## src/pkg/ibl_params.svh

```systemverilog
// Constants for the initiator bandwidth limiter.
// Assumes inclusion by bare name from the package and the design.
`ifndef IBL_PARAMS_SVH
`define IBL_PARAMS_SVH

// ----------------------------------------
// Register byte offsets
// ----------------------------------------
`define IBL_OFS_FRAC   16'h5208
`define IBL_OFS_WHOLE  16'h520c
`define IBL_OFS_PEAK   16'h5210
`define IBL_OFS_STAT   16'h5214

// ----------------------------------------
// Field widths and reset values
// ----------------------------------------
`define IBL_FRAC_W     5
`define IBL_WHOLE_W    4
`define IBL_PEAK_W     11
`define IBL_FRAC_RST   5'h00
`define IBL_WHOLE_RST  4'h1
`define IBL_PEAK_RST   11'h7ff

// ----------------------------------------
// Budget arithmetic and bus answers
// ----------------------------------------
`define IBL_SUB_BITS   5
`define IBL_CRED_W     22
`define IBL_RESP_OKAY  2'h0
`define IBL_RESP_SLV   2'h2

`endif

```

## src/pkg/ibl_pkg.sv

```systemverilog
// Types for the initiator bandwidth limiter.
// Assumes ibl_params.svh is on the include path.
`include "ibl_params.svh"

package ibl_pkg;

  // ----------------------------------------
  // Register selection
  // ----------------------------------------
  typedef enum logic [2:0] {
    IBL_SEL_NONE,
    IBL_SEL_FRAC,
    IBL_SEL_WHOLE,
    IBL_SEL_PEAK,
    IBL_SEL_STAT
  } ibl_sel_t;

  // ----------------------------------------
  // Write channel state
  // ----------------------------------------
  typedef enum logic {
    IBL_WR_COLLECT,
    IBL_WR_RESP
  } ibl_wr_state_t;

  typedef logic signed [`IBL_CRED_W-1:0] ibl_cred_t;

endpackage

```

## src/verilog/ibl_limiter.sv

```systemverilog
// Bandwidth limiter for one processor initiator, AXI4-Lite registers.
// Assumes initiator, memory path and bus master share i_mclk.
`timescale 1ns/100ps
`include "ibl_params.svh"

module ibl_limiter
  import ibl_pkg::*;
#(
  parameter int ADDR_W      = 16,
  parameter int REQ_ADDR_W  = 32,
  parameter int BYTES_W     = 8,
  parameter int BURST_BYTES = 64
) (
  input  wire logic                  i_mclk,
  input  wire logic                  i_rst,
  // AXI4-Lite slave
  input  wire logic [ADDR_W-1:0]     i_awaddr,
  input  wire logic                  i_awvalid,
  output logic                       o_awready,
  input  wire logic [31:0]           i_wdata,
  input  wire logic [3:0]            i_wstrb,
  input  wire logic                  i_wvalid,
  output logic                       o_wready,
  output logic [1:0]                 o_bresp,
  output logic                       o_bvalid,
  input  wire logic                  i_bready,
  input  wire logic [ADDR_W-1:0]     i_araddr,
  input  wire logic                  i_arvalid,
  output logic                       o_arready,
  output logic [31:0]                o_rdata,
  output logic [1:0]                 o_rresp,
  output logic                       o_rvalid,
  input  wire logic                  i_rready,
  // Initiator request side
  input  wire logic                  i_req_valid,
  input  wire logic [REQ_ADDR_W-1:0] i_req_addr,
  input  wire logic [BYTES_W-1:0]    i_req_bytes,
  output logic                       o_req_ready,
  // Memory path side
  output logic                       o_mem_valid,
  output logic [REQ_ADDR_W-1:0]      o_mem_addr,
  output logic [BYTES_W-1:0]         o_mem_bytes,
  input  wire logic                  i_mem_ready
);

  // ----------------------------------------
  // Helpers
  // ----------------------------------------
  function automatic ibl_sel_t sel_of(
    input logic [ADDR_W-1:0] addr
  );
    logic [15:0] a;
    a = addr[15:0];
    case (a)
      `IBL_OFS_FRAC:  sel_of = IBL_SEL_FRAC;
      `IBL_OFS_WHOLE: sel_of = IBL_SEL_WHOLE;
      `IBL_OFS_PEAK:  sel_of = IBL_SEL_PEAK;
      `IBL_OFS_STAT:  sel_of = IBL_SEL_STAT;
      default:        sel_of = IBL_SEL_NONE;
    endcase
  endfunction

  // Byte-lane merge of a write into a stored word
  function automatic logic [31:0] merge(
    input logic [31:0] old_v,
    input logic [31:0] new_v,
    input logic [3:0]  strb
  );
    logic [31:0] r;
    r = old_v;
    for (int i = 0; i < 4; i++) begin
      if (strb[i]) begin
        r[8*i +: 8] = new_v[8*i +: 8];
      end
    end
    merge = r;
  endfunction

  // ----------------------------------------
  // State
  // ----------------------------------------
  logic [`IBL_FRAC_W-1:0]  frac_q;
  logic [`IBL_WHOLE_W-1:0] whole_q;
  logic [`IBL_PEAK_W-1:0]  peak_q;
  ibl_cred_t               cred_q;
  ibl_cred_t               cred_d;
  ibl_wr_state_t           wr_st_q;
  logic                    aw_have_q;
  logic                    w_have_q;
  logic [ADDR_W-1:0]       aw_addr_q;
  logic [31:0]             w_data_q;
  logic [3:0]              w_strb_q;
  logic [31:0]             frac_wr;
  logic [31:0]             whole_wr;
  logic [31:0]             peak_wr;
  logic                    aw_take;
  logic                    w_take;
  logic                    ar_take;
  logic                    do_wr;
  ibl_sel_t                wr_sel;
  logic                    accept;
  logic                    mem_valid_d;

  assign aw_take = i_awvalid && o_awready;
  assign w_take  = i_wvalid && o_wready;
  assign ar_take = i_arvalid && o_arready;
  assign do_wr   = (wr_st_q == IBL_WR_COLLECT) && aw_have_q && w_have_q;
  assign wr_sel  = sel_of(aw_addr_q);
  assign accept  = i_req_valid && o_req_ready;

  // Lane-merged candidates; bits above each field are dropped below
  assign frac_wr  = merge({27'h0, frac_q}, w_data_q, w_strb_q);
  assign whole_wr = merge({28'h0, whole_q}, w_data_q, w_strb_q);
  assign peak_wr  = merge({21'h0, peak_q}, w_data_q, w_strb_q);

  // ----------------------------------------
  // Write address and data capture
  // ----------------------------------------
  // Each channel is held once; slave takes them in either order.
  always_ff @(posedge i_mclk or posedge i_rst) begin
    if (i_rst) begin
      aw_have_q <= 1'b0;
      aw_addr_q <= '0;
    end else if (aw_take) begin
      aw_have_q <= 1'b1;
      aw_addr_q <= i_awaddr;
    end else if (do_wr) begin
      aw_have_q <= 1'b0;
    end
  end

  always_ff @(posedge i_mclk or posedge i_rst) begin
    if (i_rst) begin
      w_have_q <= 1'b0;
      w_data_q <= '0;
      w_strb_q <= '0;
    end else if (w_take) begin
      w_have_q <= 1'b1;
      w_data_q <= i_wdata;
      w_strb_q <= i_wstrb;
    end else if (do_wr) begin
      w_have_q <= 1'b0;
    end
  end

  always_ff @(posedge i_mclk or posedge i_rst) begin
    if (i_rst) begin
      o_awready <= 1'b1;
      o_wready  <= 1'b1;
    end else begin
      o_awready <= !(aw_take || (aw_have_q && !do_wr));
      o_wready  <= !(w_take || (w_have_q && !do_wr));
    end
  end

  // ----------------------------------------
  // Write response
  // ----------------------------------------
  always_ff @(posedge i_mclk or posedge i_rst) begin
    if (i_rst) begin
      wr_st_q  <= IBL_WR_COLLECT;
      o_bvalid <= 1'b0;
      o_bresp  <= `IBL_RESP_OKAY;
    end else begin
      case (wr_st_q)
        IBL_WR_COLLECT: begin
          if (do_wr) begin
            wr_st_q  <= IBL_WR_RESP;
            o_bvalid <= 1'b1;
            o_bresp  <= (wr_sel == IBL_SEL_NONE) ?
                        `IBL_RESP_SLV : `IBL_RESP_OKAY;
          end
        end
        IBL_WR_RESP: begin
          if (i_bready) begin
            wr_st_q  <= IBL_WR_COLLECT;
            o_bvalid <= 1'b0;
          end
        end
        default: begin
          wr_st_q  <= IBL_WR_COLLECT;
          o_bvalid <= 1'b0;
        end
      endcase
    end
  end

  // ----------------------------------------
  // Configuration registers
  // ----------------------------------------
  // Status word is read-only; writes to it are accepted and dropped.
  always_ff @(posedge i_mclk or posedge i_rst) begin
    if (i_rst) begin
      frac_q  <= `IBL_FRAC_RST;
      whole_q <= `IBL_WHOLE_RST;
      peak_q  <= `IBL_PEAK_RST;
    end else if (do_wr) begin
      case (wr_sel)
        IBL_SEL_FRAC: begin
          frac_q <= frac_wr[`IBL_FRAC_W-1:0];
        end
        IBL_SEL_WHOLE: begin
          whole_q <= whole_wr[`IBL_WHOLE_W-1:0];
        end
        IBL_SEL_PEAK: begin
          peak_q <= peak_wr[`IBL_PEAK_W-1:0];
        end
        default: begin
          peak_q <= peak_q;
        end
      endcase
    end
  end

  // ----------------------------------------
  // Read channel
  // ----------------------------------------
  always_ff @(posedge i_mclk or posedge i_rst) begin
    if (i_rst) begin
      o_rvalid  <= 1'b0;
      o_arready <= 1'b1;
    end else if (ar_take) begin
      o_rvalid  <= 1'b1;
      o_arready <= 1'b0;
    end else if (o_rvalid && i_rready) begin
      o_rvalid  <= 1'b0;
      o_arready <= 1'b1;
    end
  end

  // Reserved bits read as zero
  always_ff @(posedge i_mclk or posedge i_rst) begin
    if (i_rst) begin
      o_rdata <= '0;
      o_rresp <= `IBL_RESP_OKAY;
    end else if (ar_take) begin
      o_rresp <= `IBL_RESP_OKAY;
      case (sel_of(i_araddr))
        IBL_SEL_FRAC:  o_rdata <= {27'h0, frac_q};
        IBL_SEL_WHOLE: o_rdata <= {28'h0, whole_q};
        IBL_SEL_PEAK:  o_rdata <= {21'h0, peak_q};
        IBL_SEL_STAT:  o_rdata <= {!o_req_ready, 9'h0, cred_q};
        default: begin
          o_rdata <= '0;
          o_rresp <= `IBL_RESP_SLV;
        end
      endcase
    end
  end

  // ----------------------------------------
  // Byte budget
  // ----------------------------------------
  // Budget counts 1/32 byte, so the fractional rate adds exactly.
  ibl_cred_t rate;
  ibl_cred_t cap;
  ibl_cred_t take;
  ibl_cred_t sum;

  always_comb begin
    // Refill per clock: whole and fraction joined
    rate = ibl_cred_t'({whole_q, frac_q});
    // Zero allowance leaves only one burst of headroom
    cap  = ibl_cred_t'(BURST_BYTES);
    if (peak_q != '0) begin
      // Programmed value carries one extra
      cap = cap + ibl_cred_t'(peak_q - 11'h001);
    end
    cap  = cap <<< `IBL_SUB_BITS;
    take = accept ? (ibl_cred_t'(i_req_bytes) <<< `IBL_SUB_BITS) : '0;
    sum  = cred_q + rate - take;
    cred_d = (sum > cap) ? cap : sum;
  end

  always_ff @(posedge i_mclk or posedge i_rst) begin
    if (i_rst) begin
      cred_q <= '0;
    end else begin
      cred_q <= cred_d;
    end
  end

  // ----------------------------------------
  // Request forwarding
  // ----------------------------------------
  // One-entry slot; no new request while it is full. Costs a bubble
  // between requests but keeps every output registered.
  assign mem_valid_d = accept || (o_mem_valid && !i_mem_ready);

  always_ff @(posedge i_mclk or posedge i_rst) begin
    if (i_rst) begin
      o_mem_valid <= 1'b0;
      o_mem_addr  <= '0;
      o_mem_bytes <= '0;
    end else begin
      o_mem_valid <= mem_valid_d;
      if (accept) begin
        o_mem_addr  <= i_req_addr;
        o_mem_bytes <= i_req_bytes;
      end
    end
  end

  // Stall while budget is negative
  always_ff @(posedge i_mclk or posedge i_rst) begin
    if (i_rst) begin
      o_req_ready <= 1'b0;
    end else begin
      o_req_ready <= !cred_d[`IBL_CRED_W-1] && !mem_valid_d;
    end
  end

endmodule

```

## config.mk

```make
export PLATFORM = sky130hd
export DESIGN_NAME = ibl_limiter
export DESIGN_NICKNAME = d
export VERILOG_FILES = /design/src/pkg/ibl_pkg.sv /design/src/verilog/ibl_limiter.sv
export VERILOG_INCLUDE_DIRS = /design/src /design/src/pkg
export SDC_FILE = /design/constraint.sdc
export NUM_CORES = 1
export LEC_CHECK = 0
export ABC_AREA = 1
export BUFFER_PORTS_ARGS = -buffer_cell sky130_fd_sc_hd__buf_2
export CORE_UTILIZATION = 30
export CTS_CLUSTER_SIZE = 8
export DETAILED_ROUTE_END_ITERATION = 6
export SYNTH_ARGS = -nofsm -noshare
export SYNTH_HDL_FRONTEND = slang
export SYNTH_SLANG_ARGS = --single-unit
```

## constraint.sdc

```tcl
create_clock -name i_mclk -period 4.95 [get_ports i_mclk]
set_clock_uncertainty 0.05 [all_clocks]
set_input_delay 0.2475 -clock i_mclk [delete_from_list [all_inputs] [get_ports i_mclk]]
set_output_delay 0.2475 -clock i_mclk [all_outputs]
set_load 0.02 [all_outputs]
```

==> flow_metrics.tcl, run 1 <==
set metrics [dict create \
    cp-start-kind "register" \
    cp-end-kind "register" \
    routed_wl_mm 21.3 \
    min_period_ns 4.59 \
    diodes 0 \
    r2r_slack_ns 0.36 \
    path_class "reg2reg" \
    post-route-period-util_pct 92.8 \
    cts_root_buffer "clkbuf_16" \
    yosysSeqAreaShare_pct 45.4 \
    post-synth-top-count-cell "nand2_1" \
    grt-ovfl-total 0 \
    leakage_nw 5.68 \
    drt-wirelength-per-cell_um 13.2 \
    cts.sinks 146 \
    synth_cell_types 45 \
    rr_worst_depth 31 \
    setup_viol_count_final 0 \
    setup_slack_ns 0.356 \
    cp_slowest_stage_delay_ns 0.53 \
    preCtsSetupSlack_ns 0.0396 \
    fin_nets 1429 \
    cap_violations 0 \
    dp_hpwl_mm 15.9 \
    clk-insertion-delay-late_ns 0.43 \
    fin_area_sq_um 10600 \
    fp-row-count 59 \
    grt_usage_pct 15.8 \
    synth_area_leader_cell "dfrtp_1" \
    slowest_stage "dfstp_2" \
    dpl_cell_area_sq_um 9350 \
    drc 12 \
    synth_seq_cells 146 \
    synth_edf_count 0 \
    drive_gt1_share_pct 21.9 \
    cts_tree "yes" \
    crit_start "whole_q[0]$_DFFE_PP1P_" \
    ir_drop_uv 361 \
    r2r_start "whole_q[0]$_DFFE_PP1P_" \
    hold_slack_ns -0.0914 \
    die_y_um 166 \
    syn_area_per_cell_sq_um 7.96 \
    gp_congestion 0.860 \
    numCtsBuffers 17 \
    finalHoldViolCount 28 \
    required_ns 5.20 \
    fillCellCount 2714 \
    ys_dominant_reg_cell "dfrtp_1" \
    worstReg2RegEnd "cred_q[8]$_DFF_PP0_" \
    port_buffers 165 \
    fmax_mhz 218 \
    tns_ns 0 \
    area_delta_synth_final_pct 31.5 \
    synthTopCellsByCount "nand2_1, dfrtp_1, inv_1, o21ai_0, nor2_1" \
    critPathCapture "cred_q[8]$_DFF_PP0_" \
    grt_pass1_vias 7002 \
    ys.warnings.count 0 \
    power.density_nw_per_um2 676 \
    syn_area_sq_um 8080 \
    ioPinCount 200 \
    core_area_sq_um 26300 \
    synth_top_area_share_pct 40.6 \
    die_w_um 166 \
    grt_max_degree 98 \
    relSlewSlack_pct 37.1 \
    syn_inst 1015 \
    drtIter0Drc 385 \
    first_pass_iters 7 \
    htreeDepth 4 \
    avgViaCountPerCell 4.46 \
    grt_pass1_wl_mm 34.7 \
    tightest_slew_ns 0.943 \
    min-delay-path-class "in2async" \
    rsz0062_at_grt "no" \
    arrival_ns 4.84 \
    critical_path.most_common_cell "nand2_1" \
    start_util_pct 30.8 \
    run_status "finished with violations" \
    clk_pin_slew_ns 0.06 \
    dr_total_vias 7182 \
    slew_violations 0 \
    violations "design-rule violations, negative hold slack" \
    critPathMaxFanout 6 \
    die-area_sq_um 27600 \
    async_reset_ff_share_pct 100 \
    ys_top_cells_by_area "dfrtp_1, nand2_1, ha_1, inv_1, dfstp_2" \
    clockBufferDepth 2 \
    antenna_found_initial 0 \
    ant_nets 0 \
]
## state kept, by name, summed over array words and instances (netlist names), 2 cells and up
register and flops:
aw_addr_q 16, o_rdata 23, w_strb_q 2, cred_q 22
o_mem_bytes 8, whole_q 4, o_mem_addr 32, peak_q 11
w_data_q 11, frac_q 5
## layout make-up
type | count | area, sq um | area share (%)
multi-input combinational | 709 | 3770 | 35.5
clock inverter | 9 | 130 | 1.22
inverter | 135 | 515 | 4.85
sequential | 146 | 3670 | 34.5
tap | 335 | 419 | 3.94
clock buffer | 23 | 468 | 4.40
timing repair buffer | 252 | 1660 | 15.6
## per-layer routing
metal,routed length [um],GRT usage (%),vias up
li1,-,-,3692
met1,9870,20.0,3293
met2,10100,27.0,164
met3,779,2.67,33
met4,496,5.65,0
met5,0,0,-
## cell usage in the layout, fill, tap and decap left out, types with 3 or more instances in the layout
master / n
a21o_1: 3
a21oi_1: 20
a21oi_2: 4
a31oi_1: 5
buf_2: 165
buf_4: 20
bufinv_16: 3
clkbuf_1: 4
clkbuf_16: 17
clkinv_2: 3
conb_1: 11
dfrtp_1: 131
dfstp_2: 15
dlygate4sd3_1: 66
fa_1: 4
ha_1: 47
inv_1: 129
inv_2: 4
nand2_1: 353
nand2_2: 9
nand3_1: 28
nand3_2: 4
nand3b_1: 3
nand4_1: 12
nor2_1: 51
nor2_2: 5
nor3_1: 6
nor4_1: 7
o21ai_0: 61
o21ai_1: 7
o21ai_2: 12
o21bai_1: 3
o22ai_1: 10
o31ai_1: 9
or2_2: 3
xnor2_1: 7
xor2_1: 11
## per-stage QoR
step           util, %  instances  power, mW
2_1_floorplan        -       1025       4.68
3_3_place_gp      35.6       1511       5.73
3_5_place_dp      35.6       1511       5.80
4_1_cts           40.3       1609       7.23
5_1_grt           40.5       1609       7.82
6_report          40.5       1609       7.19
## kinds of logic (layout without fill, tap and decap cells)
family | count (synthesis) | count (layout) | synth area share, %
adders and majority gates | 51 | 51 | 8.26
AOI/OAI and AO/OA | 137 | 137 | 9.86
xor gates and xnor gates | 18 | 18 | 1.95
other | 1 | 11 | 0.0464
DFF | 146 | 146 | 45.4
and+or+nand+nor | 490 | 490 | 25.5
muxes | 2 | 2 | 0.279
buffers and inverters | 170 | 419 | 8.70
## power by group
part / leakage, nW / internal [mW] / switching (mW)
clock: 0.291 / 0.819 / 0.514
sequential: 1.84 / 1.61 / 0.187
combinational: 3.55 / 1.57 / 2.48
total: 5.68 / 4.00 / 3.19
## critical path, delay by kind of cell (launching register included)
family / cells / cell delay (ns)
and+or+nand+nor: 15 / 1.29
adders and majority gates: 3 / 1.13
buffers and inverters: 8 / 0.88
DFF: 1 / 0.53
AOI/OAI and AO/OA: 4 / 0.41
xor gates and xnor gates: 1 / 0.19
## worst min-delay path by stage
| stage | to | depth (start not counted) |
|---|---|---|
| floorplan | wr_st_q$_DFF_PP0_ | 1 |
| global placement | o_wready$_DFF_PP1_ | 1 |
| detailed placement | o_wready$_DFF_PP1_ | 1 |
| CTS | aw_addr_q[10]$_DFFE_PP0P_ | 2 |
| global route | aw_addr_q[11]$_DFFE_PP0P_ | 2 |
| finish | aw_addr_q[10]$_DFFE_PP0P_ | 2 |
## timing repair
item | CTS | global route
buffers inserted | 0 | 0
hold buffers | 66 | 0
endpoints found under the setup margin | 0 | 23
endpoints found under the hold margin | 66 | 0
resized for setup | 0 | 9
Power figures use the tool's default switching activity.
==> run 2: changes to the inputs <==
--- a/config.mk
+++ b/config.mk
@@ -8,9 +8,10 @@
 export LEC_CHECK = 0
 export ABC_AREA = 1
 export BUFFER_PORTS_ARGS = -buffer_cell sky130_fd_sc_hd__buf_2
-export CORE_UTILIZATION = 30
+export CORE_UTILIZATION = 54
 export CTS_CLUSTER_SIZE = 8
 export DETAILED_ROUTE_END_ITERATION = 6
+export PLACE_DENSITY = 0.81
 export SYNTH_ARGS = -nofsm -noshare
 export SYNTH_HDL_FRONTEND = slang
 export SYNTH_SLANG_ARGS = --single-unit
==> run 2 against run 1 <==
  * The run ends with design-rule violations left
  * Flip-flop and latch count is the same
  * Die area decreased by 44%
  * Worst hold slack better by 0.093 ns
  * Count of clock-buffer cells in the layout increased by 1
  * Clock power increased by 6%
  * Via count is 9.0% higher
  * Register-to-register slack lost 0.30 ns
  * Design area fell by 0.44%
  * Worst setup slack worse by 0.30 ns
  * Non-clock buffer count down 4
  * Global-route usage up 12 points
  * Critical endpoint is now o_req_ready$_DFF_PP0_
==> flow_metrics.tcl, run 2 (synthesis gave the netlist of run 1 again) <==
set metrics [dict create \
    clockBufferDepth 2 \
    die-area_sq_um 15500 \
    ant_nets 0 \
    die_w_um 124 \
    min_period_ns 4.89 \
    relSlewSlack_pct 42.4 \
    cp_slowest_stage_delay_ns 0.42 \
    drive_gt1_share_pct 23.6 \
    setup_slack_ns 0.0564 \
    p_clk_share_pct 17.8 \
    path_class "reg2reg" \
    grt_max_degree 99 \
    r2r_start "o_req_ready$_DFF_PP0_" \
    run_status "finished with violations" \
    critPathMaxFanout 6 \
    min_to "aw_addr_q[6]$_DFFE_PP0P_" \
    fp-row-count 44 \
    cap_violations 0 \
    power.density_nw_per_um2 745 \
    cp-start-kind "register" \
    clk_pin_slew_ns 0.06 \
    regMostFlops "o_mem_addr" \
    fillCellCount 1049 \
    hold_slack_ns 0.00174 \
    ioPinCount 200 \
    slew_violations 0 \
    leakage_nw 5.70 \
    seqPwrFrac_pct 23.1 \
    fin_nets 1426 \
    arrival_ns 5.19 \
    port_buffers 165 \
    fmax_mhz 204 \
    mostFrequentLayoutCell "nand2_1" \
    gp_congestion 0.896 \
    grt_usage_pct 27.7 \
    cts_tree "yes" \
    rr_worst_depth 29 \
    r2r_slack_ns 0.06 \
    clk-insertion-delay-late_ns 0.44 \
    dp_hpwl_mm 14.0 \
    hp-start "i_awaddr[6]" \
    finalHoldViolCount 0 \
    diodes 0 \
    cp_top_family "simple AND/OR/NAND/NOR gates" \
    avgViaCountPerCell 5.38 \
    dpl.cell_count 1350 \
    dr_total_vias 7827 \
    worstReg2RegEnd "o_req_ready$_DFF_PP0_" \
    drt-wirelength-per-cell_um 15.6 \
    slowest_stage "dfrtp_1" \
    antenna_found_initial 0 \
    tns_ns 0 \
    stdcell_count 1455 \
    swShare_pct 46.1 \
    pwr-share-comb_pct 59.1 \
    htreeDepth 4 \
    drc 1 \
    cp-end-kind "register" \
    min-delay-path-class "in2reg" \
    ir_drop_uv 475 \
    hold_depth 3 \
    grt-ovfl-total 0 \
    layout_common_cells "nand2_1, buf_2, dfrtp_1" \
    grt_pass1_vias 7405 \
    path_buf_inv 3 \
    p_sw_mw 3.64 \
    cts.sinks 146 \
    largest_register_ffs 32 \
    violations "design-rule violations" \
    numCtsBuffers 17 \
    routed_wl_mm 22.6 \
    grt_pass1_wl_mm 34.4 \
    tightest_slew_ns 0.865 \
    p_int_mw 4.25 \
    core_area_sq_um 14600 \
    first_pass_iters 7 \
    critical_path.most_common_cell "nand2_1" \
    drtIter0Drc 705 \
    required_ns 5.25 \
    setup_viol_count_final 0 \
    reg_top3 "o_mem_addr x32, o_rdata x23, cred_q x22" \
    post-route-period-util_pct 98.9 \
    cts_root_buffer "clkbuf_16" \
    die_y_um 124 \
    preCtsSetupSlack_ns -0.0139 \
    start_util_pct 55.4 \
    area_delta_synth_final_pct 31.0 \
]
[run 2: worst max-delay path by stage]
stage	cells past startpoint	endpoint	startpoint	slack [ns]
2_1_floorplan	30	cred_q[15]$_DFF_PP0_	o_req_ready$_DFF_PP0_	0.26
3_3_place_gp	29	cred_q[7]$_DFF_PP0_	o_req_ready$_DFF_PP0_	0.17
3_5_place_dp	28	cred_q[15]$_DFF_PP0_	o_req_ready$_DFF_PP0_	-0.01
4_1_cts	29	cred_q[15]$_DFF_PP0_	o_req_ready$_DFF_PP0_	0.01
5_1_grt	29	cred_q[18]$_DFF_PP0_	o_req_ready$_DFF_PP0_	-0.25
6_report	29	o_req_ready$_DFF_PP0_	o_req_ready$_DFF_PP0_	0.06
[run 2: power by group through the flow]
stage,sequential (mW),combinational (mW),clock [mW]
2_1_floorplan,2.03,2.65,0
3_5_place_dp,1.81,3.79,0
5_1_grt,1.85,5.07,1.47
3_3_place_gp,1.80,3.66,0
4_1_cts,1.80,3.88,1.41
6_report,1.82,4.66,1.41
[run 2: cell type report]
class                      instances  area (sq um)  area share [%]
clock buffer                      24           492            4.64
clock inverter                     8           150            1.42
inverter                         135           518            4.89
multi-input combinational        710          3910            36.9
sequential                       146          3670            34.7
tap                              184           230            2.17
timing repair buffer             248          1620            15.3
[run 2: worst reg2reg max path: cells and delay by family, from the launching register on]
| kind | cells | cell delay, ns |
|---|---|---|
| AOI/OAI and AO/OA | 6 | 0.92 |
| xor gates and xnor gates | 1 | 0.28 |
| adders and majority gates | 3 | 0.89 |
| buffers and inverters | 3 | 0.33 |
| DFF | 1 | 0.42 |
| and+or+nand+nor | 16 | 1.93 |
[run 2: metal layers]
layer	part of all wire [%]	routed length, um	track usage [%]	vias to the layer above
li1	-	-	-	3691
met1	40	9060	33.4	3617
met2	48	10900	47.0	409
met3	6.6	1490	5.46	110
met4	5.1	1160	14.3	0
met5	0	0	0	-
[run 2: repair_timing]
action,CTS,global route
cloned,0,1
setup endpoints to repair,10,23
hold endpoints to repair,135,0
setup buffers,1,9
pin swaps,0,12
resized for setup,1,35
hold buffers,62,0
[run 2: stage by stage]
stage | total power, mW | area [sq um] | utilization [%]
finish | 7.89 | 10600 | 72.6
global route | 8.39 | 10600 | 72.6
CTS | 7.10 | 10300 | 70.9
detailed placement | 5.60 | 9070 | 62.2
global placement | 5.45 | 9070 | 62.2
floorplan | 4.68 | 8120 | -
